[src/tmrp_defs.vh]
// Purpose: shared constants for the dual 16/32-bit timer pair block
// Assumes: register indices are word indices; byte address is four times the index
// Notes:   timer numbering is 0 pair_a low, 1 pair_a high, 2 pair_b low, 3 pair_b high
`ifndef TMRP_DEFS_VH
`define TMRP_DEFS_VH

// register indices (byte address = index * 4)
`define TMRP_IDX_A_LCNT   10'h106
`define TMRP_IDX_A_HOLD   10'h108
`define TMRP_IDX_A_HCNT   10'h10a
`define TMRP_IDX_A_LPER   10'h10c
`define TMRP_IDX_A_HPER   10'h10e
`define TMRP_IDX_A_LCON   10'h110
`define TMRP_IDX_A_HCON   10'h112
`define TMRP_IDX_B_LCNT   10'h114
`define TMRP_IDX_B_HOLD   10'h116
`define TMRP_IDX_B_HCNT   10'h118
`define TMRP_IDX_B_LPER   10'h11a
`define TMRP_IDX_B_HPER   10'h11c
`define TMRP_IDX_B_LCON   10'h11e
`define TMRP_IDX_B_HCON   10'h120
`define TMRP_IDX_IRQ_FLAG_STATUS_0     10'h122
`define TMRP_IDX_IRQ_ENABLE_CONTROL_0     10'h124

// internal register codes returned by the address decoder
`define TMRP_C_CNT0       5'd0
`define TMRP_C_PER0       5'd4
`define TMRP_C_CON0       5'd8
`define TMRP_C_HOLD_A     5'd12
`define TMRP_C_HOLD_B     5'd13
`define TMRP_C_IRQ_FLAG_STATUS_0       5'd14
`define TMRP_C_IRQ_ENABLE_CONTROL_0       5'd15
`define TMRP_C_NONE       5'd31

// control register fields
`define TMRP_ON           15
`define TMRP_SIDL         13
`define TMRP_GATE         6
`define TMRP_PS_HI        5
`define TMRP_PS_LO        4
`define TMRP_T32          3
`define TMRP_TCS          1
`define TMRP_LCON_MASK    16'ha07a
`define TMRP_HCON_MASK    16'ha072

// interrupt flag / enable bit positions
`define TMRP_IRQ_A_BIT    7
`define TMRP_IRQ_B_BIT    8

// reset values
`define TMRP_CNT_RST      16'h0000
`define TMRP_PER_RST      16'hffff
`define TMRP_CON_RST      16'h0000
`define TMRP_PS_RST       8'h00

// prescaler terminal counts for 1:1, 1:8, 1:64, 1:256
`define TMRP_PS_DIV1      8'h00
`define TMRP_PS_DIV8      8'h07
`define TMRP_PS_DIV64     8'h3f
`define TMRP_PS_DIV256    8'hff

// bus responses
`define TMRP_RESP_OKAY    2'b00
`define TMRP_RESP_SLVERR  2'b10

`endif

[src/tmrp_top.v]
// Purpose: two timer pairs, each two 16-bit timers or one chained 32-bit timer,
//          with an AXI4-Lite register slave
// Assumes: aclk is the instruction clock; pins and sleep/idle are asynchronous
// Notes:   only pair_a offers a converter trigger and a time base to other blocks
//
// Overview of operation
// - pair_a upper timer pulses converter trigger on 32-bit or own 16-bit period match.
// - each timer clock passes prescaler 1, 8, 64 or 256 chosen by control bits 5:4.
// - in chained mode the lower timer's clock and prescaler drive; upper prescaler unused.
// - writes to count or control registers, and reset, clear the prescaler counter.
// - a disabled timer's prescaler is halted and is not cleared by those writes.
// - writing a control register leaves the count register unchanged.
// - during cpu sleep the timers do not count.
// - chained mode raises an event on 32-bit period match or gate falling edge.
// - that event sets the upper timer flag, bit 7 (pair_a) or bit 8 (pair_b) of flag status, and requests interrupt.
// - the interrupt is forwarded only while its enable bit 7 (pair_a) or bit 8 (pair_b) is set.
// - pair_b produces no converter trigger.
// - pair_b counts are not offered as a time base to other peripherals.
// - pair_b chained: lower timer is least significant word, upper most significant.
// - in chained mode the upper control register is ignored; lower one configures.
// - chained mode uses lower clock and gate inputs but upper flag and enable.
// - bit 3 of the lower control register selects chained mode; upper has none.
// - each pair has a 16-bit holding register for coherent 32-bit accesses.
// - chained timer counts each prescaled cycle to the combined period, then wraps to zero.
// - reading the lower count copies the upper count into the holding register.
// - in chained mode, writing lower count after the holding register loads held value into upper count.
// - gated mode counts internal clock only while gate high; steering gate's falling edge stops it and raises the flag event, except on a 16-bit lower timer.
//
// The implementer's own choice: register access over AXI4-Lite.
`include "tmrp_defs.vh"
`timescale 1ns/1ps
`default_nettype none

module tmrp_top (
  input  wire        aclk,
  input  wire        aresetn,
  input  wire [11:0] s_axi_awaddr,
  input  wire        s_axi_awvalid,
  output reg         s_axi_awready,
  input  wire [31:0] s_axi_wdata,
  input  wire [3:0]  s_axi_wstrb,
  input  wire        s_axi_wvalid,
  output reg         s_axi_wready,
  output reg  [1:0]  s_axi_bresp,
  output reg         s_axi_bvalid,
  input  wire        s_axi_bready,
  input  wire [11:0] s_axi_araddr,
  input  wire        s_axi_arvalid,
  output reg         s_axi_arready,
  output reg  [31:0] s_axi_rdata,
  output reg  [1:0]  s_axi_rresp,
  output reg         s_axi_rvalid,
  input  wire        s_axi_rready,
  input  wire [3:0]  external_clock_gate_pin,
  input  wire        cpu_sleep,
  input  wire        cpu_idle,
  output reg         pair_a_irq,
  output reg         pair_b_irq,
  output reg         converter_trigger,
  output reg  [15:0] pair_a_time_base_low,
  output reg  [15:0] pair_a_time_base_high
);

  // address decoder shared by the read and write paths
  function [4:0] reg_decode;
    input [11:0] addr;
    reg   [9:0]  idx;
    begin
      idx = addr[11:2];
      if (addr[1:0] != 2'b00) reg_decode = `TMRP_C_NONE;
      else if (idx == `TMRP_IDX_A_LCNT) reg_decode = `TMRP_C_CNT0;
      else if (idx == `TMRP_IDX_A_HCNT) reg_decode = `TMRP_C_CNT0 + 5'd1;
      else if (idx == `TMRP_IDX_B_LCNT) reg_decode = `TMRP_C_CNT0 + 5'd2;
      else if (idx == `TMRP_IDX_B_HCNT) reg_decode = `TMRP_C_CNT0 + 5'd3;
      else if (idx == `TMRP_IDX_A_LPER) reg_decode = `TMRP_C_PER0;
      else if (idx == `TMRP_IDX_A_HPER) reg_decode = `TMRP_C_PER0 + 5'd1;
      else if (idx == `TMRP_IDX_B_LPER) reg_decode = `TMRP_C_PER0 + 5'd2;
      else if (idx == `TMRP_IDX_B_HPER) reg_decode = `TMRP_C_PER0 + 5'd3;
      else if (idx == `TMRP_IDX_A_LCON) reg_decode = `TMRP_C_CON0;
      else if (idx == `TMRP_IDX_A_HCON) reg_decode = `TMRP_C_CON0 + 5'd1;
      else if (idx == `TMRP_IDX_B_LCON) reg_decode = `TMRP_C_CON0 + 5'd2;
      else if (idx == `TMRP_IDX_B_HCON) reg_decode = `TMRP_C_CON0 + 5'd3;
      else if (idx == `TMRP_IDX_A_HOLD) reg_decode = `TMRP_C_HOLD_A;
      else if (idx == `TMRP_IDX_B_HOLD) reg_decode = `TMRP_C_HOLD_B;
      else if (idx == `TMRP_IDX_IRQ_FLAG_STATUS_0) reg_decode = `TMRP_C_IRQ_FLAG_STATUS_0;
      else if (idx == `TMRP_IDX_IRQ_ENABLE_CONTROL_0) reg_decode = `TMRP_C_IRQ_ENABLE_CONTROL_0;
      else reg_decode = `TMRP_C_NONE;
    end
  endfunction

  // byte-lane merge; upper lanes are not implemented
  function [15:0] merge16;
    input [15:0] old;
    input [15:0] data;
    input [1:0]  strb;
    begin
      merge16[7:0]  = strb[0] ? data[7:0] : old[7:0];
      merge16[15:8] = strb[1] ? data[15:8] : old[15:8];
    end
  endfunction

  // terminal count of the prescaler for each ratio
  function [7:0] ps_limit;
    input [1:0] sel;
    begin
      case (sel)
        2'd0:    ps_limit = `TMRP_PS_DIV1;
        2'd1:    ps_limit = `TMRP_PS_DIV8;
        2'd2:    ps_limit = `TMRP_PS_DIV64;
        default: ps_limit = `TMRP_PS_DIV256;
      endcase
    end
  endfunction

  reg  [15:0] cnt   [0:3];
  reg  [15:0] per   [0:3];
  reg  [15:0] con   [0:3];
  reg  [7:0]  pcnt  [0:3];
  reg  [15:0] hold  [0:1];
  reg         flag_a;
  reg         flag_b;
  reg         ien_a;
  reg         ien_b;
  reg  [3:0]  pin_s1;
  reg  [3:0]  pin_s2;
  reg  [3:0]  pin_d;
  reg  [1:0]  pwr_s1;
  reg  [1:0]  pwr_s2;
  reg         aw_got;
  reg         w_got;
  reg  [11:0] aw_addr;
  reg  [15:0] w_data;
  reg  [1:0]  w_strb;
  reg  [3:0]  run;
  reg  [3:0]  inclk;
  reg  [3:0]  tick;
  reg  [3:0]  gfall;
  reg  [3:0]  m16;
  reg  [1:0]  m32;
  reg  [1:0]  ev_irq;
  reg  [3:0]  pclr;
  reg  [15:0] rd_val;
  reg  [15:0] eff;
  integer     t, i;
  integer     p, j;

  wire        sleep_s = pwr_s2[0];
  wire        idle_s  = pwr_s2[1];
  wire [3:0]  pin_rise = pin_s2 & ~pin_d;
  wire [3:0]  pin_fall = ~pin_s2 & pin_d;
  wire        wr_go   = aw_got & w_got & ~s_axi_bvalid;
  wire        rd_go   = s_axi_arvalid & s_axi_arready;
  wire [4:0]  wr_code = reg_decode(aw_addr);
  wire [4:0]  rd_code = reg_decode(s_axi_araddr);
  wire [1:0]  chain   = {con[2][`TMRP_T32], con[0][`TMRP_T32]};

  // pins and power states are asynchronous: two flops before any use
  always @(posedge aclk) begin
    if (!aresetn) begin
      pin_s1 <= 4'h0;
      pin_s2 <= 4'h0;
      pin_d  <= 4'h0;
      pwr_s1 <= 2'h0;
      pwr_s2 <= 2'h0;
    end else begin
      pin_s1 <= external_clock_gate_pin;
      pin_s2 <= pin_s1;
      pin_d  <= pin_s2;
      pwr_s1 <= {cpu_idle, cpu_sleep};
      pwr_s2 <= pwr_s1;
    end
  end

  // per-timer clock qualification, prescaler tick and match detection
  always @* begin
    run   = 4'h0;
    inclk = 4'h0;
    tick  = 4'h0;
    gfall = 4'h0;
    m16   = 4'h0;
    m32   = 2'h0;
    pclr  = 4'h0;
    eff   = 16'h0000;
    for (t = 0; t < 4; t = t + 1) begin
      p = t / 2;
      // chained pair: lower control word steers both halves
      eff = chain[p] ? con[2 * p] : con[t];
      run[t] = eff[`TMRP_ON] & ~sleep_s & ~(idle_s & eff[`TMRP_SIDL])
               & ~(chain[p] & (t % 2 == 1));
      if (eff[`TMRP_TCS])
        inclk[t] = pin_rise[t];
      else if (eff[`TMRP_GATE])
        inclk[t] = pin_s2[t];
      else
        inclk[t] = 1'b1;
      tick[t] = run[t] & inclk[t]
                & (pcnt[t] == ps_limit(eff[`TMRP_PS_HI:`TMRP_PS_LO]));
      gfall[t] = run[t] & eff[`TMRP_GATE] & ~eff[`TMRP_TCS] & pin_fall[t];
      m16[t] = tick[t] & ~chain[p] & (cnt[t] == per[t]);
      // any count or control write of the pair clears both prescalers
      pclr[t] = wr_go & ((wr_code == `TMRP_C_CNT0 + 2 * p)
                | (wr_code == `TMRP_C_CNT0 + 2 * p + 1)
                | (wr_code == `TMRP_C_CON0 + 2 * p)
                | (wr_code == `TMRP_C_CON0 + 2 * p + 1));
    end
    for (p = 0; p < 2; p = p + 1) begin
      m32[p] = chain[p] & tick[2 * p]
               & ({cnt[2 * p + 1], cnt[2 * p]} == {per[2 * p + 1], per[2 * p]});
    end
  end

  // interrupt sources: upper flag in either mode, gate edge of the steering timer
  always @* begin
    ev_irq[0] = chain[0] ? (m32[0] | gfall[0]) : (m16[1] | gfall[1]);
    ev_irq[1] = chain[1] ? (m32[1] | gfall[2]) : (m16[3] | gfall[3]);
  end

  // read data mux
  always @* begin
    rd_val = 16'h0000;
    if (rd_code < `TMRP_C_PER0)
      rd_val = cnt[rd_code[1:0]];
    else if (rd_code < `TMRP_C_CON0)
      rd_val = per[rd_code[1:0]];
    else if (rd_code < `TMRP_C_HOLD_A)
      rd_val = con[rd_code[1:0]];
    else if (rd_code == `TMRP_C_HOLD_A)
      rd_val = hold[0];
    else if (rd_code == `TMRP_C_HOLD_B)
      rd_val = hold[1];
    else if (rd_code == `TMRP_C_IRQ_FLAG_STATUS_0) begin
      rd_val[`TMRP_IRQ_A_BIT] = flag_a;
      rd_val[`TMRP_IRQ_B_BIT] = flag_b;
    end else if (rd_code == `TMRP_C_IRQ_ENABLE_CONTROL_0) begin
      rd_val[`TMRP_IRQ_A_BIT] = ien_a;
      rd_val[`TMRP_IRQ_B_BIT] = ien_b;
    end
  end

  // timers, holding registers, flags and register writes
  always @(posedge aclk) begin
    if (!aresetn) begin
      for (i = 0; i < 4; i = i + 1) begin
        cnt[i]  <= `TMRP_CNT_RST;
        per[i]  <= `TMRP_PER_RST;
        con[i]  <= `TMRP_CON_RST;
        pcnt[i] <= `TMRP_PS_RST;
      end
      hold[0] <= `TMRP_CNT_RST;
      hold[1] <= `TMRP_CNT_RST;
      flag_a  <= 1'b0;
      flag_b  <= 1'b0;
      ien_a   <= 1'b0;
      ien_b   <= 1'b0;
    end else begin
      // prescalers: a halted prescaler ignores the clearing writes
      for (i = 0; i < 4; i = i + 1) begin
        if (pclr[i] & run[i])
          pcnt[i] <= `TMRP_PS_RST;
        else if (run[i] & inclk[i])
          pcnt[i] <= tick[i] ? `TMRP_PS_RST : pcnt[i] + 8'h01;
      end
      // counters; bus writes further down override a same-cycle count step
      for (j = 0; j < 2; j = j + 1) begin
        if (chain[j]) begin
          if (m32[j]) begin
            cnt[2 * j]     <= `TMRP_CNT_RST;
            cnt[2 * j + 1] <= `TMRP_CNT_RST;
          end else if (tick[2 * j]) begin
            // lower half is the lsw, upper half the msw
            {cnt[2 * j + 1], cnt[2 * j]} <=
              {cnt[2 * j + 1], cnt[2 * j]} + 32'h0000_0001;
          end
        end else begin
          for (i = 2 * j; i < 2 * j + 2; i = i + 1) begin
            if (m16[i])
              cnt[i] <= `TMRP_CNT_RST;
            else if (tick[i])
              cnt[i] <= cnt[i] + 16'h0001;
          end
        end
      end
      // coherent read: snapshot the msw when the lsw is read
      if (rd_go & (rd_code == `TMRP_C_CNT0))
        hold[0] <= cnt[1];
      if (rd_go & (rd_code == `TMRP_C_CNT0 + 5'd2))
        hold[1] <= cnt[3];
      if (wr_go) begin
        if (wr_code < `TMRP_C_PER0) begin
          cnt[wr_code[1:0]] <= merge16(cnt[wr_code[1:0]], w_data, w_strb);
          // lsw write of a chained pair commits the held msw
          if (wr_code == `TMRP_C_CNT0 && chain[0])
            cnt[1] <= hold[0];
          if (wr_code == `TMRP_C_CNT0 + 5'd2 && chain[1])
            cnt[3] <= hold[1];
        end else if (wr_code < `TMRP_C_CON0)
          per[wr_code[1:0]] <= merge16(per[wr_code[1:0]], w_data, w_strb);
        else if (wr_code < `TMRP_C_HOLD_A) begin
          // control write leaves counts alone; upper words have no chain bit
          con[wr_code[1:0]] <= merge16(con[wr_code[1:0]], w_data, w_strb)
                               & (wr_code[0] ? `TMRP_HCON_MASK : `TMRP_LCON_MASK);
        end else if (wr_code == `TMRP_C_HOLD_A)
          hold[0] <= merge16(hold[0], w_data, w_strb);
        else if (wr_code == `TMRP_C_HOLD_B)
          hold[1] <= merge16(hold[1], w_data, w_strb);
        else if (wr_code == `TMRP_C_IRQ_ENABLE_CONTROL_0) begin
          if (w_strb[0])
            ien_a <= w_data[`TMRP_IRQ_A_BIT];
          if (w_strb[1])
            ien_b <= w_data[`TMRP_IRQ_B_BIT];
        end
      end
      // flags: software clear, but a same-cycle event wins
      if (wr_go & (wr_code == `TMRP_C_IRQ_FLAG_STATUS_0) & w_strb[0])
        flag_a <= w_data[`TMRP_IRQ_A_BIT] | ev_irq[0];
      else if (ev_irq[0])
        flag_a <= 1'b1;
      if (wr_go & (wr_code == `TMRP_C_IRQ_FLAG_STATUS_0) & w_strb[1])
        flag_b <= w_data[`TMRP_IRQ_B_BIT] | ev_irq[1];
      else if (ev_irq[1])
        flag_b <= 1'b1;
    end
  end

  // outputs to the system, all registered
  always @(posedge aclk) begin
    if (!aresetn) begin
      pair_a_irq            <= 1'b0;
      pair_b_irq            <= 1'b0;
      converter_trigger     <= 1'b0;
      pair_a_time_base_low  <= `TMRP_CNT_RST;
      pair_a_time_base_high <= `TMRP_CNT_RST;
    end else begin
      pair_a_irq <= flag_a & ien_a;
      pair_b_irq <= flag_b & ien_b;
      // only pair_a drives the trigger and the shared time base
      converter_trigger     <= chain[0] ? m32[0] : m16[1];
      pair_a_time_base_low  <= cnt[0];
      pair_a_time_base_high <= cnt[1];
    end
  end

  // write channel: address and data taken in either order, one write at a time
  always @(posedge aclk) begin
    if (!aresetn) begin
      s_axi_awready <= 1'b1;
      s_axi_wready  <= 1'b1;
      s_axi_bvalid  <= 1'b0;
      s_axi_bresp   <= `TMRP_RESP_OKAY;
      aw_got        <= 1'b0;
      w_got         <= 1'b0;
      aw_addr       <= 12'h000;
      w_data        <= 16'h0000;
      w_strb        <= 2'b00;
    end else begin
      if (s_axi_awvalid & s_axi_awready) begin
        aw_addr       <= s_axi_awaddr;
        aw_got        <= 1'b1;
        s_axi_awready <= 1'b0;
      end
      if (s_axi_wvalid & s_axi_wready) begin
        w_data       <= s_axi_wdata[15:0];
        w_strb       <= s_axi_wstrb[1:0];
        w_got        <= 1'b1;
        s_axi_wready <= 1'b0;
      end
      if (wr_go) begin
        aw_got       <= 1'b0;
        w_got        <= 1'b0;
        s_axi_bvalid <= 1'b1;
        s_axi_bresp  <= (wr_code == `TMRP_C_NONE) ? `TMRP_RESP_SLVERR : `TMRP_RESP_OKAY;
      end
      // ready again only after the response is taken
      if (s_axi_bvalid & s_axi_bready) begin
        s_axi_bvalid  <= 1'b0;
        s_axi_awready <= 1'b1;
        s_axi_wready  <= 1'b1;
      end
    end
  end

  // read channel: data registered on the same edge that takes the address
  always @(posedge aclk) begin
    if (!aresetn) begin
      s_axi_arready <= 1'b1;
      s_axi_rvalid  <= 1'b0;
      s_axi_rdata   <= 32'h0000_0000;
      s_axi_rresp   <= `TMRP_RESP_OKAY;
    end else begin
      if (rd_go) begin
        s_axi_arready <= 1'b0;
        s_axi_rvalid  <= 1'b1;
        s_axi_rdata   <= {16'h0000, rd_val};
        s_axi_rresp   <= (rd_code == `TMRP_C_NONE) ? `TMRP_RESP_SLVERR : `TMRP_RESP_OKAY;
      end else if (s_axi_rvalid & s_axi_rready) begin
        s_axi_rvalid  <= 1'b0;
        s_axi_arready <= 1'b1;
      end
    end
  end

endmodule

`default_nettype wire

[config.mk]
export PLATFORM = sky130hd
export DESIGN_NAME = tmrp_top
export DESIGN_NICKNAME = d
export VERILOG_FILES = /design/src/tmrp_top.v
export VERILOG_INCLUDE_DIRS = /design/src
export SDC_FILE = /design/constraint.sdc
export NUM_CORES = 1
export LEC_CHECK = 0
export BUFFER_PORTS_ARGS = -buffer_cell sky130_fd_sc_hd__buf_2
export CORE_ASPECT_RATIO = 0.6
export CORE_MARGIN = 8
export CORE_UTILIZATION = 30
export DETAILED_ROUTE_END_ITERATION = 6
export PLACE_DENSITY = 0.52
export SETUP_SLACK_MARGIN = 0.05
export SKIP_LAST_GASP = 1
export SLEW_MARGIN = 15
export SYNTH_ARGS = -nofsm -noshare
export SYNTH_HDL_FRONTEND = slang
export SYNTH_SLANG_ARGS = --single-unit
[constraint.sdc]
create_clock -name aclk -period 4.49 [get_ports aclk]
set_input_delay 0.6735 -clock aclk [delete_from_list [all_inputs] [get_ports aclk]]
set_output_delay 0.6735 -clock aclk [all_outputs]
set_load 0.05 [all_outputs]
==> out/metrics.csv <==
metric;value;unit
Cells after Synth;2230;
Critical Path Max Stage Delay;0.85;ns
drt via density;6.028;
Port Buffers;112;
Avg Inst Size Synth;8.807;µm²
VDD IR max;0.2080;mV
Critical Path Sink Type;flip-flop;
Synth Area in XOR/XNOR;5.886;%
# rows;72;
critical path's slowest cell;a21oi_1;
via count;19416;
CP required;4.92;ns
DR iter-0 viols;2962;
Simple-Gate Fraction of Synth Area;23.55;%
RSZ-0062 raised after global routing;no;
first-pass GRT wire length;140100;µm
Adder-Cell Fraction of Synth Area;0.5097;%
Critical Path AT;4.33;ns
Setup CP Type;reg2reg;
Setup Fix Bufs, Post-CTS;0;
maxcap violations;0;
sequential cell area;8168;µm²
TNS Setup;0;ns
clock root cell;clkbuf_16;
Filler Cells Inserted;6682;
vias in the first global route;18158;
worst hold path type;in2reg;
critical-path cell list;nor4b_2 -> and2_0 -> nor2_1 -> buf_4 -> o21ai_0 -> a221oi_1 -> a21oi_1 -> nor2_1 -> nor4_1;
Design Power;0.007084;W
Netlist Area Pre-Place;19640;µm²
Post-CTS Hold Buffers;0;
largest net degree at the start of global routing;72;
Max Clock Skew;0.03267;ns
area grow syn2layout;15.75;%
effective utilization at floorplan;30.41;%
largest family of logic cells by synthesized area;simple AND/OR/NAND/NOR gates;
TritonRoute pass-1 iters;7;
crit path time final;3.899;ns
Worst Path Max Fanout;14;
Final Setup Violations;0;
status;finished with violations;
clock buffer count from CTS;35;
post-cts resize count;0;
Max Clk Rate;256.5;MHz
failing checks;DRC;
Global Route Usage Sum;25.87;%
TritonCTS clock tree;yes;
post-synthesis sequential area ratio;41.59;%
Sink Count;330;
Final nets;2422;
Synth async-reset ratio;0;%
Synth Flop Type;dfxtp_1;
leakage dissipation;8.271;nW
DRC;2;
CP Launch Type;flip-flop;
Clk pin slew, worst setup/hold paths;0.06;ns
setup slack, reg-to-reg;0.59;ns
remaining antenna violation count;0;
EDFF count, synth;156;
GRT overflow;0;
WL/cell;31.36;µm
# IOs;149;
final WL;101000;µm
Post-Route Utilization;35.19;%
post-synthesis compound-gate area fraction;20.05;%
maximum buffer depth of the clock tree;3;
FF+latch count, synth;330;
clk_lat worst skew;0.58;ns
Die W;346.3;µm
H-tree Lvls;2;
core area;64590;µm²
cell with the most instances on the worst path;nor2_1;
initial antenna violation count;6;
die height;214.2;µm
max-slew violation count;0;
power per cell area;311.6;nW/µm²
DP HPWL;77890;µm
non-filler cells in the finished layout;3221;
die area;74180;µm²
layout cells sized above 1;16.30;%
gpl congestion;1.035;
area occupied by multi-input gates;10540;µm²
Yosys cell types;102;
yosys warns;0;
Hold Violations, Final;0;
mux cell area share after synthesis;3.185;%
Slew HR;19.05;%
Fin Hold WS;0.3074;ns
Worst-Margin Slew;1.210;ns
Inst Count DP;3155;
Tcrit/Tclk final;86.83;%
sequential cells by signal, indices dropped and copies added, names as in the netlist, 12 cells and up:
signal and cells:
aw_addr 12, per 64, con 28, s_axi_rdata 16, pair_a_time_base_low 16, pcnt 32, pair_a_time_base_high 16, cnt 64
hold 32, w_data 16
worst max-delay path, delay by kind of cell, from the launching register on:
| kind | cells | cell delay (ns) |
|---|---|---|
| AO/OA/AOI/OAI | 3 | 1.30 |
| buffers and inverters | 1 | 0.22 |
| flip-flops | 1 | 0.60 |
| AND/OR/NAND/NOR | 5 | 1.65 |
final timing paths:
kind / from / endpoint / depth (start not counted)
max: aw_addr[7]$_SDFFE_PN0P_ / cnt[4]$_SDFF_PN0_ / 9
min: s_axi_awvalid / s_axi_awready$_SDFFE_PP1P_ / 2
max reg2reg: aw_addr[7]$_SDFFE_PN0P_ / cnt[4]$_SDFF_PN0_ / 9
min reg2reg: pin_s1[3]$_SDFF_PN0_ / pin_s2[3]$_SDFF_PN0_ / 1
per-stage QoR:
step	setup WS (ns)	instance area, µm²
6_report	0.5915	22730
3_3_place_gp	0.6030	21520
4_1_cts	0.7201	22720
3_5_place_dp	0.6359	21520
5_1_grt	0.3798	22730
2_1_floorplan	0.7945	19710
cell usage in the layout (no fill, tap or decap), types with 10 or more instances in the layout:
cell type / count
a31oi_1: 22
o211ai_1: 11
a211oi_1: 23
inv_1: 35
or3_1: 56
nand4_1: 48
a22o_1: 44
dfxtp_1: 174
o22ai_1: 27
a221o_1: 12
nor4_1: 30
clkbuf_16: 39
edfxtp_1: 156
o21ai_0: 85
nand2b_1: 27
buf_4: 141
a21oi_1: 137
and2_1: 72
or2_2: 24
and3_1: 25
xnor2_1: 80
nor2_1: 201
nand2_1: 223
mux2i_1: 58
o21a_1: 11
buf_2: 111
xor2_1: 52
or4_1: 11
nor3_1: 40
nand3_1: 73
nor2b_1: 13
a221oi_1: 13
a2bb2oi_1: 10
a22oi_1: 41
conb_1: 19
o2bb2ai_1: 10
cell usage after synthesis (24+ instances only):
cell type  count  share of area, %
nand2_1      223               4.3
nor2_1       201               3.8
dfxtp_1      174                18
edfxtp_1     156                24
a21oi_1      138               3.5
clkbuf_1     119               2.3
o21ai_0       87               2.2
xnor2_1       80               3.6
nand3_1       73               1.9
and2_1        72               2.3
mux2i_1       58               3.0
or3_1         56               1.8
xor2_1        52               2.3
nand4_1       48               1.5
a22o_1        44               2.0
a22oi_1       41               1.6
nor3_1        40               1.0
buf_2         36              0.92
inv_1         35              0.67
nor4_1        32               1.0
nand2b_1      27              0.86
o22ai_1       27              0.86
and3_1        25              0.80
or2_2         24              0.76
power by group:
part	switching, W	internal, W	leakage, nW
logic	0.000475	0.000172	4.87
clock network	0.00136	0.00177	0.602
registers	0.0000960	0.00321	2.80
total	0.00193	0.00515	8.27
cells by family (layout without fill, tap and decap cells):
| logic type | after synthesis | after routing |
|---|---|---|
| compound gates | 563 | 563 |
| xor+xnor | 132 | 132 |
| other cells | 1 | 21 |
| fa+ha+maj | 8 | 8 |
| flops | 330 | 330 |
| simple gates | 900 | 900 |
| buf+inv | 234 | 354 |
| mux | 62 | 62 |
metal layers:
metal | wire length, µm | track usage [%] | share of wire (%)
met5 | 0 | 0 | 0
met4 | 2445 | 6.081 | 2.4
met3 | 15490 | 12.06 | 15
met2 | 37150 | 32.95 | 37
met1 | 45940 | 38.32 | 45
layout make-up:
type	count	share of cell area [%]
antenna	2	0.02202
tap	851	4.684
clock buffer	52	4.838
multi-input combinational	1684	46.34
sequential	330	35.93
clock inverter	12	0.4513
inverter	38	0.6329
timing repair buffer	252	7.100
Note: power is estimated with default switching activity, not from simulation.
